### config.mk
export PLATFORM = sky130hd
export DESIGN_NAME = lldes_regs
export DESIGN_NICKNAME = d
export VERILOG_FILES = /design/src/lldes_pkg.sv /design/src/lldes_regs.sv
export SDC_FILE = /design/constraint.sdc
export NUM_CORES = 1
export LEC_CHECK = 0
export BUFFER_PORTS_ARGS = -buffer_cell sky130_fd_sc_hd__buf_2
export CORE_AREA = 2 2 187 189
export CTS_BUF_LIST = sky130_fd_sc_hd__clkbuf_4 sky130_fd_sc_hd__clkbuf_8
export DETAILED_ROUTE_END_ITERATION = 12
export DIE_AREA = 0 0 189 191
export HOLD_SLACK_MARGIN = 0.05
export SYNTH_ARGS = -nofsm -noshare
export SYNTH_HDL_FRONTEND = slang
export SYNTH_SLANG_ARGS = --single-unit
### constraint.sdc
create_clock -name mclk -period 5.79 [get_ports mclk]
set_clock_uncertainty 0.15 [all_clocks]
set_input_delay 1.158 -clock mclk [delete_from_list [all_inputs] [get_ports mclk]]
set_output_delay 1.158 -clock mclk [all_outputs]
set_load 0.05 [all_outputs]
### src/lldes_pkg.sv
// Package for the link-layer debug and error-status register group.
// Assumes a single 20 MHz system clock and a plain strobe register port.
package lldes_pkg;

    localparam logic [31:0] LLDES_DIAG_STAT_OFS = 32'h40000054;
    localparam logic [31:0] LLDES_ZONE_UPPER_OFS = 32'h40000058;
    localparam logic [31:0] LLDES_ZONE_LOWER_OFS = 32'h4000005C;
    localparam logic [31:0] LLDES_ERR_TYPE_OFS = 32'h40000060;
    localparam logic [31:0] LLDES_IRQ_STAT_OFS = 32'h40000100;
    localparam logic [31:0] LLDES_IRQ_CLR_OFS = 32'h40000104;
    localparam logic [31:0] LLDES_IRQ_EN_OFS = 32'h40000108;
    localparam logic [31:0] LLDES_LANE_EN_OFS = 32'h4000010C;

    localparam logic [31:0] LLDES_RESET_WORD = 32'h00000000;
    localparam logic [11:0] LLDES_ERR_RESET = 12'h000;
    localparam logic [3:0] LLDES_LANE_EN_RESET = 4'h0;

    localparam int LLDES_ERR_LSB = 6;
    localparam int LLDES_ERR_NUM = 12;
    localparam int LLDES_LANE_NUM = 4;
    localparam int LLDES_LANE_W = 8;
    localparam int LLDES_ZONE_W = 16;
    localparam int LLDES_REG_ZONE_LSB = 16;
    localparam int LLDES_MEM_ZONE_LSB = 0;
    localparam int LLDES_ZONE_HIT_LSB = 16;

    // Error event bit order, bit 0 = error-type bit 6 ... bit 11 = bit 17
    typedef struct packed {
        logic eventIrqOverlapErr;
        logic rxBufferPtrZeroErr;
        logic txBufferPtrZeroErr;
        logic rxDescriptorZeroErr;
        logic txDescriptorZeroErr;
        logic ctrlStructFormatErr;
        logic channelMapCountErr;
        logic advertIntervalShort;
        logic interframeGapShort;
        logic allowListTimeout;
        logic evtCtrlPrefetchErr;
        logic schedulerPrefetchErr;
    } lldes_err_type;

    typedef struct packed {
        logic [31:0] addr;
        logic [31:0] wdata;
        logic wr;
        logic rd;
    } lldes_bus_type;

    typedef struct packed {
        logic [LLDES_ZONE_W-1:0] registerZone;
        logic [LLDES_ZONE_W-1:0] xchgMemZone;
    } lldes_zone_type;

endpackage

### src/lldes_regs.sv
// Debug lanes, address-zone limits with in-zone flags, and error-type status.
// Assumes error pulses, debug lanes and probe addresses are synchronous to mclk.
// How it works
// - Status register bytes mirror debug lanes three down to zero.
// - Register-zone flag uses upper halves of max and min limit registers.
// - Memory-zone flag uses lower halves; limits read/write, reset zero.
// - Bit 17 flags unacknowledged overlapping link event interrupts.
// - Bit 16 flags a zero receive buffer pointer.
// - Bit 15 flags a zero transmit buffer pointer in active events.
// - Bit 14 flags a zero receive descriptor pointer.
// - Bit 13 flags a zero transmit descriptor pointer.
// - Bit 12 flags an unsupported control-structure format.
// - Bit 11 flags channel-map ones count mismatching good-channel count.
// - Bit 10 flags an advertising interval underrun.
// - Bit 9 flags an inter-frame gap underrun.
// - Bit 8 flags an allow-list parsing timeout.
// - Bits 7 and 6 flag controller and scheduler pre-fetch conflicts.
// - A disabled lane outputs zero, so its status byte reads zero.
//
// The address-and-strobe port is this design's own decision.
module lldes_regs
    import lldes_pkg::*;
(
    input wire logic mclk,
    input wire logic rstn,
    input wire lldes_bus_type busIn,
    output logic [31:0] rdData,
    input wire logic [31:0] laneSourceIn,
    input wire lldes_err_type errEvent,
    input wire logic [15:0] regProbeAddr,
    input wire logic [15:0] memProbeAddr,
    output logic [31:0] debugLanesOut,
    output logic registerZoneHit,
    output logic xchgMemZoneHit,
    output logic irqOut
);

    logic [31:0] rdData_r;
    logic [31:0] laneOut_r;
    logic [3:0] laneEn_r;
    lldes_zone_type upper_r;
    lldes_zone_type lower_r;
    logic [11:0] errStat_r;
    logic [11:0] irqStat_r;
    logic [11:0] irqEn_r;
    logic regHit_r;
    logic memHit_r;
    logic irq_r;
    logic [11:0] errBits;
    logic wrUpper;
    logic wrLower;
    logic wrClr;
    logic wrEn;
    logic wrLaneEn;

    assign errBits = errEvent;
    assign wrUpper = busIn.wr && (busIn.addr == LLDES_ZONE_UPPER_OFS);
    assign wrLower = busIn.wr && (busIn.addr == LLDES_ZONE_LOWER_OFS);
    assign wrClr = busIn.wr && (busIn.addr == LLDES_IRQ_CLR_OFS);
    assign wrEn = busIn.wr && (busIn.addr == LLDES_IRQ_EN_OFS);
    assign wrLaneEn = busIn.wr && (busIn.addr == LLDES_LANE_EN_OFS);

    // Each lane is registered so the status byte equals the pin byte exactly
    genvar g;
    generate
        for (g = 0; g < LLDES_LANE_NUM; g++) begin : gLane
            always_ff @(posedge mclk) begin
                if (!rstn) begin
                    laneOut_r[g*LLDES_LANE_W +: LLDES_LANE_W] <= 8'h00;
                end else if (laneEn_r[g]) begin
                    laneOut_r[g*LLDES_LANE_W +: LLDES_LANE_W] <=
                        laneSourceIn[g*LLDES_LANE_W +: LLDES_LANE_W];
                end else begin
                    laneOut_r[g*LLDES_LANE_W +: LLDES_LANE_W] <= 8'h00;
                end
            end
        end
    endgenerate

    always_ff @(posedge mclk) begin
        if (!rstn) begin
            laneEn_r <= LLDES_LANE_EN_RESET;
        end else if (wrLaneEn) begin
            laneEn_r <= busIn.wdata[3:0];
        end
    end

    always_ff @(posedge mclk) begin
        if (!rstn) begin
            upper_r <= LLDES_RESET_WORD;
            lower_r <= LLDES_RESET_WORD;
        end else begin
            if (wrUpper) begin
                upper_r <= busIn.wdata;
            end
            if (wrLower) begin
                lower_r <= busIn.wdata;
            end
        end
    end

    // Inclusive bounds; an inverted window (lower above upper) never hits
    always_ff @(posedge mclk) begin
        if (!rstn) begin
            regHit_r <= 1'b0;
            memHit_r <= 1'b0;
        end else begin
            regHit_r <= (regProbeAddr >= lower_r.registerZone)
                && (regProbeAddr <= upper_r.registerZone);
            memHit_r <= (memProbeAddr >= lower_r.xchgMemZone)
                && (memProbeAddr <= upper_r.xchgMemZone);
        end
    end

    // Error bits are sticky for the diagnosis; only reset clears them
    always_ff @(posedge mclk) begin
        if (!rstn) begin
            errStat_r <= LLDES_ERR_RESET;
        end else begin
            errStat_r <= errStat_r | errBits;
        end
    end

    // Set wins over a clear in the same cycle
    always_ff @(posedge mclk) begin
        if (!rstn) begin
            irqStat_r <= LLDES_ERR_RESET;
        end else if (wrClr) begin
            irqStat_r <= (irqStat_r & ~busIn.wdata[LLDES_ERR_LSB +: LLDES_ERR_NUM]) | errBits;
        end else begin
            irqStat_r <= irqStat_r | errBits;
        end
    end

    always_ff @(posedge mclk) begin
        if (!rstn) begin
            irqEn_r <= LLDES_ERR_RESET;
        end else if (wrEn) begin
            irqEn_r <= busIn.wdata[LLDES_ERR_LSB +: LLDES_ERR_NUM];
        end
    end

    always_ff @(posedge mclk) begin
        if (!rstn) begin
            irq_r <= 1'b0;
        end else begin
            irq_r <= |((irqStat_r | errBits) & irqEn_r);
        end
    end

    always_ff @(posedge mclk) begin
        if (!rstn) begin
            rdData_r <= LLDES_RESET_WORD;
        end else if (busIn.rd) begin
            unique case (busIn.addr)
                LLDES_DIAG_STAT_OFS: rdData_r <= laneOut_r;
                LLDES_ZONE_UPPER_OFS: rdData_r <= upper_r;
                LLDES_ZONE_LOWER_OFS: rdData_r <= lower_r;
                LLDES_ERR_TYPE_OFS: rdData_r <= {14'h0000, errStat_r, 6'h00};
                LLDES_IRQ_STAT_OFS: rdData_r <= {14'h0000, irqStat_r, 6'h00};
                LLDES_IRQ_EN_OFS: rdData_r <= {14'h0000, irqEn_r, 6'h00};
                LLDES_LANE_EN_OFS: rdData_r <= {28'h0000000, laneEn_r};
                default: rdData_r <= LLDES_RESET_WORD;
            endcase
        end else begin
            rdData_r <= LLDES_RESET_WORD;
        end
    end

    assign rdData = rdData_r;
    assign debugLanesOut = laneOut_r;
    assign registerZoneHit = regHit_r;
    assign xchgMemZoneHit = memHit_r;
    assign irqOut = irq_r;

    chk_lane_mirror: assert property (@(posedge mclk) disable iff (!rstn)
        laneEn_r[0] |=> laneOut_r[7:0] == $past(laneSourceIn[7:0]))
        else $error("lane 0 does not mirror its source");
    chk_lane_off_zero: assert property (@(posedge mclk) disable iff (!rstn)
        !laneEn_r[3] |=> laneOut_r[31:24] == 8'h00)
        else $error("disabled lane not zero");
    chk_reg_zone_hit: assert property (@(posedge mclk) disable iff (!rstn)
        (regProbeAddr >= lower_r.registerZone && regProbeAddr <= upper_r.registerZone
         && !wrUpper && !wrLower) |=> regHit_r)
        else $error("register zone hit missed");
    chk_mem_zone_hit: assert property (@(posedge mclk) disable iff (!rstn)
        (memProbeAddr < lower_r.xchgMemZone) |=> !memHit_r)
        else $error("memory zone hit below limit");
    chk_overlap_err: assert property (@(posedge mclk) disable iff (!rstn)
        errEvent.eventIrqOverlapErr |=> errStat_r[11] [*2])
        else $error("overlap error not sticky");
    chk_rxptr_err: assert property (@(posedge mclk) disable iff (!rstn)
        errEvent.rxBufferPtrZeroErr |=> busIn.rd && busIn.addr == LLDES_ERR_TYPE_OFS
        |=> rdData_r[16])
        else $error("rx pointer error not read back");
    chk_txptr_err: assert property (@(posedge mclk) disable iff (!rstn)
        errEvent.txBufferPtrZeroErr |=> errStat_r[9])
        else $error("tx pointer error not set");
    chk_prefetch_err: assert property (@(posedge mclk) disable iff (!rstn)
        errEvent.schedulerPrefetchErr |-> ##2 errStat_r[0])
        else $error("scheduler prefetch error lost");
    chk_irq_level: assert property (@(posedge mclk) disable iff (!rstn)
        (errEvent.allowListTimeout && irqEn_r[2] && !wrEn) |=> irq_r)
        else $error("enabled error did not raise interrupt");

endmodule // lldes_regs

==> metrics, run 1 <==
outcome finished clean; Starting Density 24.63%; Int Pwr 0.001722 W; CP dominant cell by count buf_4; CP Launch Point busIn[37]; Hold Crit Class flip-flop to flip-flop; I/O Pins 211; Crit path max-delay family buffers and inverters; crit path buf inv count 3; Root Buffer clkbuf_8; P_sw 0.0005941 W; I/O Buffers 210; Worst-Margin Slew 1.101 ns; largest net degree at the start of global routing 80; worst-skew pair later-pin latency 0.49 ns; Clock Path Buffers 2; ANT nets after route 0; worst path cell trace buf_2 > nor4b_2 > buf_4 > and3_2 > buf_4 > mux2i_1; via/cell ratio 4.611; Cell Area, Synth approximately 8400 µm²; commonest cells in the netlist dfxtp_1, nand2_1, ha_1, inv_1, o21ai_0; vias in the first global route around 7000; Worst IR Drop VDD roughly 0.00014 V; most frequent cell after synthesis dfxtp_1; first-pass GRT wire length 39630 µm; critical path endpoint upper_r[9]$_SDFFE_PN0P_; clock share of power between 30% and 40%; CTS buffer count 17; R2R Setup Slk 3.71 ns; gp weighted congestion 0.8603; initial antenna violation count 4; worst slew margin relative to its limit 26.59%; Final Core Density between 30% and 40%; final net count 1310; Crit path depth 6; post-DP HPWL 20250 µm; highest cell delay on the worst timing path 0.64 ns; Slew Limit Fails 0; Yosys warning count 0; Crit Path Class primary input to flip-flop; CTS sink cnt 171; chip height 191 µm; CTS tree done; total grt overflow 0; share of cells above drive strength 1 between 20 and 30%; sequential fraction of the synthesis area 40.73%; H-tree levels 4; setup violators final 0; Reg2Reg Launch Point lower_r[23]$_SDFFE_PN0P_; Die Area 36100 µm²; CP endpoint kind flip-flop; Switching Fraction 25.65%; RSZ-0062 raised after global routing no; post-cts resize count 0; max-cap viol count 0; Distinct cells, synth 51; Cells after Synth 922; # DRC 0; Crit Path Max Fanout 38; drt wl/cell 16.84 µm; Pre-Repair DR Iteration Count 5; Core Area 34120 µm²; row cnt 68; fmax 0.2984 GHz; Die Span X ~190 µm; crit start category primary input; area leader, netlist dfxtp_1; drt total wl 26490 µm; pwr dens 226.2 nW/µm²; routed vias 7253; Async SR Flop Fraction 0%; register clock-pin slew on the reported worst setup and hold paths 0.09 ns; Tot GR Track Use roughly 15%; final hold vios 0; Post-Syn Area per Cell approximately 9 µm²; Tmin final 3.352 ns; combinational power share 8.6%; EDFF count, synth 0; P&R area growth vs syn 21.84%; Iteration-0 DRC Markers 429; WP data required 6.05 ns; Sequential Power Share 51.6%; R2R Path End registerZoneHit$_SDFF_PN0_; Synth area leaders dfxtp_1, ha_1, nand2_1; Top FF cell, synth dfxtp_1; LEAKAGE 4.070 nW; Crit path arrival time 3.62 ns; setup tns final 0 ns; area of the multi-input gates 4448 µm²; period utilization 57.89%; #FFs+latches synth 171; Reg2Reg Depth 7; Synth top area share 40.73%; Crit-path slowest cell buf_2; post-CTS setup buffers 0; Reg area 3423 µm²; # hold bufs at CTS 0; filler instances roughly 3600; Post-Synthesis Net Count 1130
==> power by group through the flow <==
stage | sequential [W] | clock, W | combinational, W
final | 0.00119 | 0.000922 | 0.000199
after global routing | 0.00120 | 0.00100 | 0.000223
after CTS | 0.00119 | 0.000953 | 0.000200
after detailed placement | 0.00122 | 0 | 0.000199
after global placement | 0.00122 | 0 | 0.000194
after floorplan | 0.00122 | 0 | 0.000102
==> kinds of logic after synthesis <==
| kind of cell | Yosys count | share of synthesized area, % |
|---|---|---|
| muxes | 38 | 4.556 |
| adders and majority gates | 64 | 9.528 |
| and+or+nand+nor | 283 | 18.19 |
| DFF | 171 | 40.73 |
| buffers and inverters | 122 | 6.506 |
| AOI/OAI and AO/OA | 244 | 20.49 |
==> tightest hold or removal path, delay by kind of cell, from the launching register on <==
| kind | cells | cell delay [ns] |
|---|---|---|
| simple gates | 1 | 0.05 |
| flops | 1 | 0.32 |
| compound gates | 1 | 0.05 |
==> final cells by class <==
cell class,count,share of cell area [%]
diodes,3,0.07331
clock buffers,20,2.566
clock inverters,12,1.601
inverters,64,2.346
multi-input cells,629,43.44
flip-flops and latches,171,33.43
well taps,455,5.560
repair buffers,219,10.98
==> per-layer routing <==
metal | GRT usage (%) | vias up | routed length [µm]
li1 | - | 3654 | -
met1 | 17.75 | 3361 | 11610
met2 | 24.71 | 189 | 12810
met3 | 3.305 | 43 | 1331
met4 | 5.709 | 6 | 705
met5 | 0 | - | 35
==> layout by cell type (no fill, tap or decap), types with 29 or more instances in the layout <==
cell type and count:
buf_2 209, dfxtp_1 171, nand2_1 121, inv_1 64, ha_1 64, o21ai_0 45, mux2i_1 36, and3_1 34
a22oi_1 32, o21ai_2 32, a21oi_1 29, a22o_1 29
==> registers in the layout, indices dropped and copies added (netlist names) <==
register and cells:
upper_r 32, debugLanesOut 32, laneEn_r 4, rdData 32, lower_r 32, irqStat_r 12
xchgMemZoneHit 1, irqEn_r 12, errStat_r 12, registerZoneHit 1, irqOut 1
==> stage by stage <==
stage	instances	worst slack, ns	power [W]	area, µm²	hold slack, ns
floorplan	922	2.969	0.001325	8404	0.2775
global placement	1538	2.016	0.001415	9806	0.2843
CTS	1570	2.479	0.002348	10230	0.3097
finish	1573	2.438	0.002316	10240	0.3090
detailed placement	1538	1.957	0.001421	9806	0.2905
global route	1571	2.305	0.002419	10230	0.3141
==> worst min-delay path by stage <==
stage / startpoint / depth (start not counted) / slack (ns) / end
finish: errStat_r[10]$_SDFF_PN0_ / 2 / 0.31 / rdData[16]$_SDFF_PN0_
global route: errStat_r[10]$_SDFF_PN0_ / 2 / 0.31 / rdData[16]$_SDFF_PN0_
CTS: errStat_r[10]$_SDFF_PN0_ / 2 / 0.31 / rdData[16]$_SDFF_PN0_
detailed placement: errStat_r[5]$_SDFF_PN0_ / 1 / 0.29 / errStat_r[5]$_SDFF_PN0_
global placement: errStat_r[1]$_SDFF_PN0_ / 1 / 0.28 / errStat_r[1]$_SDFF_PN0_
floorplan: errStat_r[0]$_SDFF_PN0_ / 1 / 0.28 / errStat_r[0]$_SDFF_PN0_
Power figures use the tool's default switching activity.
==> run 2, diff against run 1 <==
- ABC_AREA: not set -> 1
- CORE_AREA: 2 2 187 189 -> 2 2 189 191
- DIE_AREA: 0 0 189 191 -> 0 0 191 193
- clock period: 5.79 -> 2.8 ns (I/O delays scaled with it)
==> run 2 against run 1 <==
Net effect:
- setup slack worse by 1.6 ns
- sequential power is 110% higher
- utilization is 0.29 points higher
- final cell count is 23% higher
- power is 100% higher
- synthesized cell count is 35% higher
- first-iteration DRC count is 41% higher
- sequential share of layout area is 1.1 points lower
- die area is 2.1% higher
- cell area is 3.5% higher
- clock power is 96% higher
- global-route usage is 1.4 points higher
==> metrics, run 2 <==
outcome finished clean; total grt overflow 0 (unchanged); I/O Buffers 210 (unchanged); LEAKAGE 4.916 nW (+21%); Async SR Flop Fraction 0% (unchanged); drt wl/cell 15.12 µm (-10%); # DRC 0 (unchanged); period utilization 71.36%; filler instances 3880 (+7.1%); Synth top area share 39.81% (-0.92 points); final hold vios 0 (unchanged); I/O Pins 211 (unchanged); Die Area 36860 µm² (+2.1%); CTS tree done; Core Area 34960 µm² (+2.5%); Clock Path Buffers 2 (unchanged); row cnt 69 (+1.5%); Crit path arrival time 2.22 ns (-1.40 ns); Synth area leaders dfxtp_1, nor2_1, ha_1; Worst-Margin Slew 0.5264 ns (-0.5747 ns); Distinct cells, synth 27 (-47%); Reg2Reg Launch Point lower_r[7]$_SDFFE_PN0P_; Root Buffer clkbuf_8; crit path buf inv count 2 (-1); register clock-pin slew on the reported worst setup and hold paths 0.10 ns (about the same); Post-Syn Area per Cell 6.901 µm² (-24%); Hold Crit Start laneSourceIn[1]; Final Worst Setup Slack 0.8018 ns (-1.637 ns); Tot GR Track Use 15.89% (+1.4 points); Crit Path Max Fanout 12 (-68%); Hold Crit Class primary input to flip-flop; Crit path max-delay family simple AND/OR/NAND/NOR gates; Cell Area, Synth 8598 µm² (+2.3%); R2R Path End xchgMemZoneHit$_SDFF_PN0_; EDFF count, synth 0 (unchanged); Reg2Reg Depth 10 (+3); highest cell delay on the worst timing path 0.48 ns (-0.16 ns); Crit Path Class primary input to flip-flop; via/cell ratio 4.442 (-3.7%); R2R Setup Slk 1.10 ns (-2.61 ns); worst-skew pair later-pin latency 0.49 ns (about the same); share of cells above drive strength 1 19.54% (-9.5 points); P&R area growth vs syn 23.24%; RSZ-0062 raised after global routing no; Starting Density 24.59% (-0.042 points); Yosys warning count 0 (unchanged); gp weighted congestion 0.8933 (+3.8%); H-tree levels 4 (unchanged); # hold bufs at CTS 0 (unchanged); sequential fraction of the synthesis area 39.81% (-0.92 points); chip height 193 µm (+1.0%); setup tns final 0 ns (unchanged); pwr dens 440.8 nW/µm² (+95%); ANT nets after route 0 (unchanged); post-DP HPWL 22600 µm (+12%); Cells after Synth 1246 (+35%); worst slew margin relative to its limit 64.80% (+38 points); CP endpoint kind flip-flop; Top FF cell, synth dfxtp_1; CTS buffer count 17 (unchanged); highest-count cells in the layout ignoring fill and taps nor2_1, buf_2, dfxtp_1, inv_1, nand2_1; Fin Hold WS 0.1314 ns (-0.1776 ns); Final Core Density 30.31% (+0.29 points); crit start category primary input; area leader, netlist dfxtp_1; initial antenna violation count 2 (-2); Crit-path slowest cell nand4_1; largest net degree at the start of global routing 61 (-24%); Crit path depth 9 (+3); WP data required 3.02 ns (-3.03 ns); first-pass GRT wire length 43970 µm (+11%); commonest non-fill, non-tap cell in the layout nor2_1; fmax 0.5005 GHz; final net count 1659 (+27%); most frequent cell after synthesis nor2_1; Iteration-0 DRC Markers 605 (+41%); drt total wl 29140 µm (+10%); post-cts resize count 0 (unchanged); Tmin final about 2.0 ns; worst path cell trace buf_2 > inv_1 > nand2_1 > nor2_2 > nand2_1 > nor2_2 > nand4_1 > o21ai_0 > nor2_1; max-cap viol count 0 (unchanged); Worst IR Drop VDD 0.0003841 V (+170%); Die Span X 191 µm (+1.1%); CTS sink cnt 171 (unchanged); #FFs+latches synth 171 (unchanged); setup violators final 0 (unchanged); Hold Path End debugLanesOut[1]$_SDFF_PN0_; Worst Hold Depth 3 (+1); Pre-Repair DR Iteration Count 5 (unchanged); setup slack after placement 0.2947 ns (-1.663 ns); routed vias 8559 (+18%); vias in the first global route 7877 (+12%); Slew Limit Fails 0 (unchanged); commonest cells in the netlist nor2_1, dfxtp_1, inv_1; post-CTS setup buffers 0 (unchanged); Post-Synthesis Net Count 1454 (+29%)
## run 2: worst max path at each step
stage,start,endpoint
after global placement,busIn[46],irqEn_r[2]$_SDFFE_PN0P_
after floorplan,busIn[58],rdData[18]$_SDFF_PN0_
final,busIn[46],irqEn_r[9]$_SDFFE_PN0P_
after CTS,debugLanesOut[17]$_SDFF_PN0_,debugLanesOut[17]
after global routing,busIn[46],irqEn_r[1]$_SDFFE_PN0P_
after detailed placement,busIn[46],irqEn_r[11]$_SDFFE_PN0P_
## run 2: cells by family after synthesis
group / Yosys count / share of synthesized area (%)
AND/OR/NAND/NOR: 624 / 30.53
buffers and inverters: 218 / 10.23
flip-flops: 171 / 39.81
AO/OA/AOI/OAI: 169 / 10.11
adder cells (fa/ha/maj): 64 / 9.313
## run 2: metal layers
| metal | up-vias | GRT usage (%) | part of all wire [%] |
|---|---|---|---|
| met5 | - | 0 | 0 |
| met4 | 0 | 3.816 | 1.4 |
| met3 | 24 | 3.113 | 6.9 |
| met2 | 297 | 26.05 | 45 |
| met1 | 3863 | 21.47 | 46 |
| li1 | 4375 | - | - |
## run 2: where the power goes
group          total [W]  switching [W]  internal [W]  leakage, nW
Sequential       0.00247      0.0000151       0.00246         1.38
Combinational   0.000394       0.000227      0.000167         3.33
Clock            0.00181       0.000987      0.000819        0.198
## run 2: worst min-delay path, stage by stage
cell    delay (ns)
buf_2         0.09
inv_1         0.04
nor2_1        0.03
## run 2: through the flow
| step | cells | total power (W) | instance area, µm² |
|---|---|---|---|
| 6_report | 1927 | 0.004671 | 10600 |
| 5_1_grt | 1927 | 0.004889 | 10600 |
| 4_1_cts | 1925 | 0.004738 | 10590 |
| 3_5_place_dp | 1893 | 0.002920 | 10200 |
| 3_3_place_gp | 1893 | 0.002908 | 10200 |
| 2_1_floorplan | 1246 | 0.002720 | 8598 |
## run 2: layout make-up
cell class              instances  area [µm²]  area share (%)
clock buffers                  19       249.0           2.350
well taps                     461       576.8           5.443
flip-flops and latches        171        3423           32.31
diodes                          2       5.005         0.04723
clock inverters                13       142.6           1.346
multi-input cells             857        4295           40.54
inverters                     171       643.1           6.069
repair buffers                233        1261           11.90
